<file path="src/rtl/ast_pkg.sv">
// Constants, register map and state types of the asynchronous serial transmitter
`default_nettype none

package ast_pkg;

  // Register byte addresses on the APB slave
  localparam logic [7:0] AST_ADDR_CTRL = 8'h00;
  localparam logic [7:0] AST_ADDR_DATA = 8'h04;
  localparam logic [7:0] AST_ADDR_STAT = 8'h08;
  localparam logic [7:0] AST_ADDR_BAUD = 8'h0c;

  // Control register bit positions
  localparam int AST_CTRL_TX_ON = 0;
  localparam int AST_CTRL_SYNC = 1;
  localparam int AST_CTRL_PORT_ON = 2;
  localparam int AST_CTRL_NINE = 3;
  localparam int AST_CTRL_INV = 4;
  localparam int AST_CTRL_BIT9 = 5;
  localparam int AST_CTRL_TX_IRQ = 6;
  localparam int AST_CTRL_PERI_IRQ = 7;
  localparam int AST_CTRL_ALL_IRQ = 8;

  // Status register bit positions
  localparam int AST_STAT_TBEF = 0;
  localparam int AST_STAT_TSEF = 1;
  localparam int AST_STAT_LINE = 2;

  // Baud register layout: divisor in the low half, width select above it
  localparam int AST_BAUD_WIDE = 16;
  localparam int AST_DIV_W = 16;
  localparam logic [AST_DIV_W-1:0] AST_DIV_RESET = 16'h0067;

  // Character lengths and flag settling delay in instruction cycles
  localparam logic [3:0] AST_LAST_BIT_8 = 4'h7;
  localparam logic [3:0] AST_LAST_BIT_9 = 4'h8;
  localparam logic [1:0] AST_FLAG_SETTLE = 2'h2;

  typedef enum logic [1:0] {
    AST_IDLE,
    AST_START,
    AST_DATA,
    AST_STOP
  } ast_phase_t;

  typedef struct packed {
    logic transmit_enable;
    logic clocked_mode_select;
    logic serial_port_enable;
    logic nine_bit_tx_select;
    logic tx_polarity_invert;
    logic ninth_tx_bit;
    logic transmit_irq_enable;
    logic peripheral_irq_enable;
    logic global_irq_enable;
  } ast_ctrl_t;

  localparam ast_ctrl_t AST_CTRL_RESET = '0;

  typedef struct packed {
    logic psel;
    logic penable;
    logic pwrite;
    logic [7:0] paddr;
    logic [31:0] pwdata;
  } ast_apb_req_t;

endpackage

`default_nettype wire

</file>
<file path="src/rtl/ast_tx.sv">
// Asynchronous serial transmitter with APB register access
//
// The implementer's own choices: the APB interface to the registers and the register addresses.
`default_nettype none

// Overview of operation
// RL1: Start space, 8/9 data, stop mark, idle mark
// RL2: Every bit lasts exactly one bit period
// RL3: Divider of 8 or 16 bits sets rate
// RL4: Data leaves least significant bit first
// RL5: No hardware parity; ninth bit carries it
// RL6: Runs only with enable, async, port on
// RL7: Port enable turns output driver on
// RL8: Idle shifter takes written character at once
// RL9: Busy shifter: pending character loads after stop
// RL10: Reloaded character starts with no gap
// RL11: Polarity bit inverts idle and data levels
// RL12: Buffer empty flag set unless character waits; the code also keeps it clear while the transmitter is stopped
// RL13: Flag settles in second cycle after write
// RL14: Buffer empty flag is read only
// RL15: Interrupt needs flag and three enables
// RL16: Read only shifter empty status, no interrupt
// RL17: Nine bit mode sends ninth bit last
// RL18: Software writes ninth bit before data
// RL19: Software follows documented setup order
// RL20: Software enables interrupt only while sending
// RL21: Disabling aborts character and idles line
// RL22: Bit ticks come from separate rate divider
module ast_tx
  import ast_pkg::*;
#(
  parameter int DIV_WIDTH = AST_DIV_W
) (
  input wire logic core_clk,
  input wire logic rst,
  input wire logic ce,
  input wire logic psel,
  input wire logic penable,
  input wire logic pwrite,
  input wire logic [7:0] paddr,
  input wire logic [31:0] pwdata,
  input wire logic [3:0] pstrb,
  output logic [31:0] prdata,
  output logic pready,
  output logic pslverr,
  output logic tx_out,
  output logic tx_oe,
  output logic irq_req
);

  // Elaboration check on the divider width
  if (DIV_WIDTH != AST_DIV_W) begin : g_bad_width
    $error("ast_tx: DIV_WIDTH must equal the 16-bit divider width");
  end

  // Whole module state in one record
  typedef struct packed {
    ast_ctrl_t ctrl;
    logic [DIV_WIDTH-1:0] divisor;
    logic wide_div;
    logic [DIV_WIDTH-1:0] brg_cnt;
    logic [8:0] hold_data;
    logic hold_full;
    logic [8:0] shift;
    logic nine_latched;
    logic [3:0] bit_cnt;
    ast_phase_t phase;
    logic line;
    logic buf_empty;
    logic [1:0] settle;
    logic shift_empty;
    logic [31:0] prdata;
    logic pready;
    logic pslverr;
    logic tx_out;
    logic tx_oe;
    logic irq_req;
  } ast_state_t;

  localparam ast_state_t AST_STATE_RESET = '{
    ctrl: AST_CTRL_RESET,
    divisor: AST_DIV_RESET,
    wide_div: 1'b0,
    brg_cnt: '0,
    hold_data: '0,
    hold_full: 1'b0,
    shift: '0,
    nine_latched: 1'b0,
    bit_cnt: '0,
    phase: AST_IDLE,
    line: 1'b1,
    buf_empty: 1'b0,
    settle: '0,
    shift_empty: 1'b1,
    prdata: '0,
    pready: 1'b0,
    pslverr: 1'b0,
    tx_out: 1'b1,
    tx_oe: 1'b0,
    irq_req: 1'b0
  };

  // State register pair and bundled bus request
  ast_state_t s_reg;
  ast_state_t s_next;
  ast_apb_req_t req;

  // Decoded bus phases, run state and rate divider helpers
  logic setup;
  logic access;
  logic wr;
  logic mapped;
  logic run;
  logic tick;
  logic last_data;
  logic [DIV_WIDTH-1:0] reload;
  logic [31:0] rd_word;
  logic data_wr;

  // Bundle the bus request
  assign req = '{psel: psel, penable: penable, pwrite: pwrite, paddr: paddr, pwdata: pwdata};

  // Bus phase decode
  assign setup = req.psel & ~req.penable;
  assign access = req.psel & req.penable & s_reg.pready;
  assign wr = access & req.pwrite & ~s_reg.pslverr;
  assign mapped = (req.paddr == AST_ADDR_CTRL) | (req.paddr == AST_ADDR_DATA) |
                  (req.paddr == AST_ADDR_STAT) | (req.paddr == AST_ADDR_BAUD);

  // Transmitter runs only in async mode with both enables
  assign run = s_reg.ctrl.transmit_enable & ~s_reg.ctrl.clocked_mode_select &
               s_reg.ctrl.serial_port_enable; // [RL6]

  // Accepted character write; ignored while the transmitter is stopped
  assign data_wr = wr & (req.paddr == AST_ADDR_DATA) & run & pstrb[0];

  // Divider reload: narrow mode uses low byte only
  assign reload = s_reg.wide_div ? s_reg.divisor :
                  {{(DIV_WIDTH-8){1'b0}}, s_reg.divisor[7:0]}; // [RL3]

  // One-cycle bit-rate tick from the rate divider
  assign tick = (s_reg.brg_cnt == '0); // [RL22]

  // Last data bit index depends on latched character length
  assign last_data = (s_reg.bit_cnt == (s_reg.nine_latched ? AST_LAST_BIT_9 :
                                                             AST_LAST_BIT_8)); // [RL1]

  // Read data multiplexer
  always_comb begin
    rd_word = '0;
    unique case (req.paddr)
      AST_ADDR_CTRL: begin
        rd_word[AST_CTRL_TX_ON] = s_reg.ctrl.transmit_enable;
        rd_word[AST_CTRL_SYNC] = s_reg.ctrl.clocked_mode_select;
        rd_word[AST_CTRL_PORT_ON] = s_reg.ctrl.serial_port_enable;
        rd_word[AST_CTRL_NINE] = s_reg.ctrl.nine_bit_tx_select;
        rd_word[AST_CTRL_INV] = s_reg.ctrl.tx_polarity_invert;
        rd_word[AST_CTRL_BIT9] = s_reg.ctrl.ninth_tx_bit;
        rd_word[AST_CTRL_TX_IRQ] = s_reg.ctrl.transmit_irq_enable;
        rd_word[AST_CTRL_PERI_IRQ] = s_reg.ctrl.peripheral_irq_enable;
        rd_word[AST_CTRL_ALL_IRQ] = s_reg.ctrl.global_irq_enable;
      end
      AST_ADDR_DATA: begin
        rd_word[8:0] = s_reg.hold_data;
      end
      AST_ADDR_STAT: begin
        rd_word[AST_STAT_TBEF] = s_reg.buf_empty;
        rd_word[AST_STAT_TSEF] = s_reg.shift_empty; // [RL16]
        rd_word[AST_STAT_LINE] = s_reg.tx_out;
      end
      AST_ADDR_BAUD: begin
        rd_word[DIV_WIDTH-1:0] = s_reg.divisor;
        rd_word[AST_BAUD_WIDE] = s_reg.wide_div;
      end
      default: begin
        rd_word = '0;
      end
    endcase
  end

  // Next-state logic: bus slave, character engine, flags, pins
  always_comb begin
    s_next = s_reg;

    // Bus answer: ready one cycle after setup, error for unmapped address
    s_next.pready = setup;
    s_next.pslverr = setup & ~mapped;
    if (setup) begin
      s_next.prdata = rd_word;
    end

    // Rate divider counts down, reloads on tick, held while idle
    if (s_reg.phase == AST_IDLE) begin
      s_next.brg_cnt = reload;
    end else if (tick) begin
      s_next.brg_cnt = reload; // [RL2]
    end else begin
      s_next.brg_cnt = s_reg.brg_cnt - 1'b1;
    end

    // Character engine
    if (!run) begin
      // Disable aborts everything and idles the line
      s_next.hold_full = 1'b0; // [RL21]
      s_next.phase = AST_IDLE;
      s_next.line = 1'b1;
      s_next.bit_cnt = '0;
    end else begin
      unique case (s_reg.phase)
        AST_IDLE: begin
          s_next.line = 1'b1; // [RL1]
          if (s_reg.hold_full) begin
            // Idle shifter takes the pending character immediately
            s_next.shift = s_reg.hold_data; // [RL8]
            s_next.nine_latched = s_reg.ctrl.nine_bit_tx_select;
            s_next.hold_full = 1'b0;
            s_next.phase = AST_START;
            s_next.line = 1'b0; // [RL1]
            s_next.bit_cnt = '0;
          end
        end
        AST_START: begin
          if (tick) begin
            s_next.line = s_reg.shift[0]; // [RL4]
            s_next.shift = {1'b0, s_reg.shift[8:1]};
            s_next.phase = AST_DATA;
          end
        end
        AST_DATA: begin
          if (tick) begin
            s_next.bit_cnt = s_reg.bit_cnt + 1'b1;
            if (last_data) begin
              // Stop bit at mark; no parity bit is appended
              s_next.line = 1'b1; // [RL5]
              s_next.phase = AST_STOP;
            end else begin
              s_next.line = s_reg.shift[0]; // [RL4]
              s_next.shift = {1'b0, s_reg.shift[8:1]};
            end
          end
        end
        AST_STOP: begin
          if (tick) begin
            if (s_reg.hold_full) begin
              // Pending character loads on the stop-bit end, start follows at once
              s_next.shift = s_reg.hold_data; // [RL9]
              s_next.nine_latched = s_reg.ctrl.nine_bit_tx_select;
              s_next.hold_full = 1'b0;
              s_next.phase = AST_START;
              s_next.line = 1'b0; // [RL10]
              s_next.bit_cnt = '0;
            end else begin
              s_next.phase = AST_IDLE;
            end
          end
        end
      endcase
    end

    // Register writes
    if (wr) begin
      unique case (req.paddr)
        AST_ADDR_CTRL: begin
          if (pstrb[0]) begin
            s_next.ctrl.transmit_enable = req.pwdata[AST_CTRL_TX_ON];
            s_next.ctrl.clocked_mode_select = req.pwdata[AST_CTRL_SYNC];
            s_next.ctrl.serial_port_enable = req.pwdata[AST_CTRL_PORT_ON];
            s_next.ctrl.nine_bit_tx_select = req.pwdata[AST_CTRL_NINE];
            s_next.ctrl.tx_polarity_invert = req.pwdata[AST_CTRL_INV];
            s_next.ctrl.ninth_tx_bit = req.pwdata[AST_CTRL_BIT9];
            s_next.ctrl.transmit_irq_enable = req.pwdata[AST_CTRL_TX_IRQ];
            s_next.ctrl.peripheral_irq_enable = req.pwdata[AST_CTRL_PERI_IRQ];
          end
          if (pstrb[1]) begin
            s_next.ctrl.global_irq_enable = req.pwdata[AST_CTRL_ALL_IRQ];
          end
        end
        AST_ADDR_DATA: begin
          // Character plus ninth bit captured together; ignored while stopped
          if (data_wr) begin
            s_next.hold_data = {s_reg.ctrl.ninth_tx_bit, req.pwdata[7:0]}; // [RL17]
            s_next.hold_full = 1'b1;
            s_next.settle = AST_FLAG_SETTLE - 2'h1; // [RL13]
          end
        end
        AST_ADDR_BAUD: begin
          if (pstrb[0]) begin
            s_next.divisor[7:0] = req.pwdata[7:0];
          end
          if (pstrb[1]) begin
            s_next.divisor[15:8] = req.pwdata[15:8];
          end
          if (pstrb[2]) begin
            s_next.wide_div = req.pwdata[AST_BAUD_WIDE]; // [RL3]
          end
        end
        default: begin
          // Status is read only, including the buffer empty flag
          s_next.settle = s_reg.settle; // [RL14]
        end
      endcase
    end

    // Buffer empty flag follows holding state after settling delay;
    // the write edge and the edge after it leave the old value standing
    if (data_wr) begin
      s_next.buf_empty = s_reg.buf_empty; // [RL13]
    end else if (s_reg.settle != '0) begin
      s_next.settle = s_reg.settle - 2'h1; // [RL13]
    end else begin
      s_next.buf_empty = run & ~s_next.hold_full; // [RL12]
    end

    // Shifter empty status
    s_next.shift_empty = (s_next.phase == AST_IDLE); // [RL16]

    // Pins and interrupt request, all registered
    s_next.tx_out = s_next.line ^ s_reg.ctrl.tx_polarity_invert; // [RL11]
    s_next.tx_oe = s_reg.ctrl.serial_port_enable; // [RL7]
    s_next.irq_req = s_next.buf_empty & s_reg.ctrl.transmit_irq_enable &
                     s_reg.ctrl.peripheral_irq_enable &
                     s_reg.ctrl.global_irq_enable; // [RL15]
  end

  // State register with synchronous reset and clock enable
  always_ff @(posedge core_clk) begin
    if (rst) begin
      s_reg <= AST_STATE_RESET;
    end else if (ce) begin
      s_reg <= s_next;
    end
  end

  // Outputs straight from the state flops
  assign prdata = s_reg.prdata;
  assign pready = s_reg.pready;
  assign pslverr = s_reg.pslverr;
  assign tx_out = s_reg.tx_out;
  assign tx_oe = s_reg.tx_oe;
  assign irq_req = s_reg.irq_req;

endmodule

`default_nettype wire

</file>
<file path="config.mk">
export PLATFORM = sky130hd
export DESIGN_NAME = ast_tx
export DESIGN_NICKNAME = d
export VERILOG_FILES = /design/src/rtl/ast_pkg.sv /design/src/rtl/ast_tx.sv
export SDC_FILE = /design/constraint.sdc
export NUM_CORES = 1
export LEC_CHECK = 0
export ABC_AREA = 1
export BUFFER_PORTS_ARGS = -buffer_cell sky130_fd_sc_hd__buf_2
export CELL_PAD_IN_SITES_DETAIL_PLACEMENT = 0
export CELL_PAD_IN_SITES_GLOBAL_PLACEMENT = 1
export CORE_MARGIN = 4
export CORE_UTILIZATION = 43
export DETAILED_ROUTE_END_ITERATION = 8
export GPL_ROUTABILITY_DRIVEN = 0
export PLACE_DENSITY = 0.84
export RECOVER_POWER = 100
export SLEW_MARGIN = 30
export SYNTH_ARGS = -nofsm -noshare
export SYNTH_HDL_FRONTEND = slang
export SYNTH_SLANG_ARGS = --single-unit
</file>
<file path="constraint.sdc">
create_clock -name core_clk -period 3.6 [get_ports core_clk]
set_input_delay 0.54 -clock core_clk [delete_from_list [all_inputs] [get_ports core_clk]]
set_output_delay 0.54 -clock core_clk [all_outputs]
set_load 0.05 [all_outputs]
</file>
# == After elaboration in Yosys (flattened, before gate mapping) ==
# Cells that the tools add are included.
# classes
n_reduce_logical,16
n_addsub,3
eq_ne,18
n_mux,36
n_bitwise,24
# op_table
op,count
16-bit 2-to-1 mux,3
9-bit one-hot mux with 4 select lines,1
9-bit 2-to-1 mux,3
3-bit one-hot mux with 4 select lines,2
4-bit AND reduction,6
18-bit 2-to-1 mux,1
6-bit one-hot mux with 3 select lines,1
17-bit 2-to-1 mux,1
"8-bit by 4-bit equality test with 1-bit output, second input constant",2
16-bit zero test,1
"16-bit by 1-bit subtractor with 16-bit output, second input constant",1
1-bit AND,15
14-bit 2-to-1 mux,1
7-bit 2-to-1 mux,2
2-bit 2-to-1 mux,6
"2-bit != test, second input constant",6
"3-bit != test, second input constant",4
4-bit one-hot mux with 3 select lines,1
6-bit AND reduction,2
1-bit 2-to-1 mux,9
"8-bit by 3-bit equality test with 1-bit output, second input constant",1
8-bit zero test,1
8-bit 2-to-1 mux,1
8-bit AND reduction,1
other kinds (15),25
# totals
register_bits,95
input_bits,50
wordCells,126

# == Logic depth before layout (Yosys ltp) ==
# depth
ltp_word,17
ltp_mapped,12

# == Worst setup path after synthesis ==
# OpenSTA, ideal clock, no wires.
# synth_timing
kind,flip-flop to flip-flop
startpoint,register s_reg (netlist bit pready)
endpoint,register s_reg[63] in the netlist's numbering
synth_period_minus_slack_ns,1.846
slack_ns,1.754
path_stages_with_launch,11
setup_time_ns,0.139
arrival_time_ns,1.708
n_path_buf,1
cell_sequence,dfxtp_1 -> inv_1 -> nor2_1 -> nand4_1 -> nor2_1 -> nand2_4 -> nor2_8 -> inv_4 -> buf_6 -> nor2_1 -> a211oi_2
# synth_between
elab_chain_len,7
# synth_rtl
element,line,source
from (decl),ast_tx.sv:104,ast_state_t s_reg;
from (signal assigned),ast_tx.sv:330,s_reg <= s_next;
1-bit AND (*),ast_tx.sv:125,assign access = req.psel & req.penable & s_reg.pready;
1-bit AND (*) (2 in a row),ast_tx.sv:126,assign wr = access & req.pwrite & ~s_reg.pslverr;
1-bit AND (3 in a row),ast_tx.sv:135,assign data_wr = wr & (req.paddr == AST_ADDR_DATA) & run & pstrb[0];
4-bit AND reduction (no line) (*),n/a,
# Mark *: on every way between the ends. The rest lies on a longest branch, timed or not.
# A chain may end at the register's enable or synchronous reset.

# == Worst setup path in the final report ==
# layout_timing
startpoint,input port paddr[1]
endpoint,register s_reg[102] in the netlist's numbering
# layout_between
elab_chain_len,2
# layout_rtl
element,line,source
from (decl),ast_tx.sv:40,"input wire logic [7:0] paddr,"
8-bit zero test,ast_tx.sv:262,unique case (req.paddr)
4-bit AND reduction (no line),n/a,
# No other way between the ends.

==> flow_metrics.py <==
metrics = {
    "status": {
        "outcome": "completed",
    },
    "clocking": {
        "clkLatencyLatePin_ps": 340,
        "cts_buffers": 9,
        "postCtsSetupBuffers": 0,
        "ctsHtreeMaxLevel": 3,
        "ctsResizeCount": 0,
        "cts_buffer_depth": 2,
        "cts_tree": "done",
        "cts_root_buffer": "clkbuf_16",
        "cts.sinks": 95,
        "clk_pin_slew_worst_paths_ps": 70,
        "holdBufCountCts": 0,
    },
    "min_path": {
        "holdPathEnd": "s_reg[97]",
        "min_path_type": "in2reg",
        "hold_path_depth": 3,
        "min_from": "pwdata[12]",
    },
    "synth": {
        "yosysMostFrequentCell": "nand2_1",
        "synth_edf_count": 0,
        "synth_seq_area_share_pct": 37.0,
        "syn_inst": 732,
        "yosys.area.top_type": "dfxtp_1",
        "synthTopCellsByArea": "dfxtp_1, nand2_1, a21oi_1",
        "ys_ff_latch": 95,
        "avgSynthCellArea_um2": 7.02,
        "ys.warnings.count": 0,
        "synth_common_cells": "nand2_1, a21oi_1, dfxtp_1",
        "synthFlopType": "dfxtp_1",
        "syn-cell-area_mm2": 0.00514,
        "netlist.area_leader.share_pct": 37.0,
        "synth.distinct_cells": 41,
        "async_flop_share_pct": 0,
    },
    "layout": {
        "final_nets": 811,
        "largest_reg_flops": 71,
        "syn2layout_area_growth_pct": 5.82,
        "area.sequential_mm2": 0.00190,
        "fillers": 1258,
        "fin_cells": 903,
        "multiInputGateArea_mm2": 0.00252,
        "drive_gt1_share_pct": 8.16,
        "num_antenna_cells": 0,
    },
    "power": {
        "p_int_mw": 1.70,
        "pwr-share-seq_pct": 46.2,
        "power_density_mw_per_mm2": 434,
        "p_leak_nw": 2.18,
        "p_comb_share_pct": 12.8,
        "p_sw_share_pct": 28.0,
        "vdd_drop_max_mv": 0.331,
        "pwr-share-clk_pct": 41.0,
        "total_power_mw": 2.36,
        "p_switching_mw": 0.661,
    },
    "die": {
        "ios": 87,
        "initial_utilization_pct": 44.4,
        "rows": 39,
        "fp.dieArea_mm2": 0.0138,
        "core_area_mm2": 0.0116,
        "die_x_um": 117,
        "fp.dieH_um": 117,
    },
    "grt": {
        "globalRouteTotalUtil_pct": 19.0,
        "grt_pass1_wl_mm": 21.7,
        "antenna_found_initial": 0,
        "grt_max_degree": 57,
        "grt_overflow_total": 0,
        "grt_pass1_vias": 4350,
    },
    "timing": {
        "rsz0062_at_grt": "no",
        "report.final.slew_viol_count": 0,
        "finClkSkew_ps": 5.46,
        "period_needed_ps": 2650,
        "finalCritPeriodShare_pct": 73.6,
        "worst_pin_slew_ps": 1150,
        "hold_viol_final": 0,
        "finalSetupViolCount": 0,
        "setup_total_negative_slack_ps": 0,
        "max_slew_margin_pct": 23.0,
        "max_freq_mhz": 378,
    },
    "critical_path": {
        "crit_path_max_fanout": 16,
        "start_kind": "input pin",
        "timing.rr.end": "s_reg[59]",
        "r2r_slack_ps": 1190,
        "path_class": "in2reg",
        "r2r_cells": 10,
        "setup.worst_path.end_class": "flop",
        "arrival_ps": 2850,
        "critPathRequiredTime_ps": 3810,
        "r2r_start": "s_reg[108]",
    },
    "drt": {
        "ant_nets": 0,
        "via_per_inst": 5.26,
        "vias": 4747,
        "dr.pass1.iters": 5,
        "routed_wl_mm": 13.2,
        "drc": 0,
        "drt_iter0_drc": 192,
        "wl_per_cell_um": 14.6,
    },
    "job": {
        "drv_cap": 0,
    },
    "placed_design": {
        "port-buffer-count": 55,
        "hpwl_mm": 9.60,
        "place_inst": 887,
    },
}
-- power groups by stage --
stage | combinational, mW | sequential, mW | clock (mW)
global placement | 0.307 | 1.11 | 0
finish | 0.301 | 1.09 | 0.966
global route | 0.338 | 1.09 | 1.03
floorplan | 0.246 | 1.11 | 0
CTS | 0.312 | 1.09 | 0.985
detailed placement | 0.311 | 1.11 | 0
-- metrics by stage --
step	area, um2	hold WS, ps	setup WS, ps	util, %
after floorplan	5190	425	1750	-
after global placement	5290	443	1340	45.7
after detailed placement	5290	451	1260	45.7
after CTS	5590	431	1340	48.3
after global routing	5440	439	643	47.0
final	5440	442	952	47.0
-- cell usage in the layout (no fill, tap or decap), drive strengths merged, types with 7 or more instances in the layout --
master	synthesis	routed
clkinv	1	7
buf	44	34
conb	1	15
dfxtp	95	95
inv	69	67
o211ai	11	11
nand4	11	11
nand3	34	34
a21oi	99	99
nand2	179	179
o21ai	60	60
nor2	68	68
clkbuf	17	35
-- final cells by class --
cell class,instances,area share (%)
Clock inverter,6,1.27
Timing Repair Buffer,59,4.99
Sequential cell,95,35.0
Clock buffer,10,4.21
Multi-Input combinational cell,520,46.4
Tap cell,143,3.29
Inverter,70,4.88
-- worst max-delay path: stages --
cell and delay (ps):
buf_2 90, nor2_1 280, clkinv_1 140, nor2_1 240, nand3b_1 400, inv_1 180
nand4_1 530, o21ai_0 370, a21oi_1 70
-- cell families (layout without fill, tap and decap cells) --
logic type	Yosys count	after routing	share of synthesized area, %
other cells	1	15	0.0730
fa+ha+maj	6	6	1.46
mux	1	1	0.195
buf+inv	131	145	12.7
flops	95	95	37.0
xor+xnor	8	8	1.36
compound gates	188	188	20.3
simple gates	302	302	26.9
-- layer usage --
| metal | part of all wire, % | vias up | routed length [um] | global-route usage [%] |
|---|---|---|---|---|
| li1 | - | 2429 | - | - |
| met1 | 47 | 2226 | 6230 | 25.5 |
| met2 | 48 | 80 | 6290 | 31.4 |
| met3 | 3.8 | 12 | 496 | 3.51 |
| met4 | 1.5 | 0 | 200 | 5.06 |
| met5 | 0 | - | 0 | 0 |
-- how the worst max path moves through the flow --
stage	from	endpoint	slack, ps	cells past startpoint
6_report	paddr[1]	s_reg[102]	950	9
5_1_grt	paddr[1]	s_reg[103]	640	9
4_1_cts	s_reg[42]	s_reg[73]	1340	9
3_5_place_dp	paddr[1]	s_reg[102]	1260	9
3_3_place_gp	paddr[1]	s_reg[108]	1340	9
2_1_floorplan	pready	s_reg[63]	1750	10
Note: power is estimated with default switching activity, not from simulation.
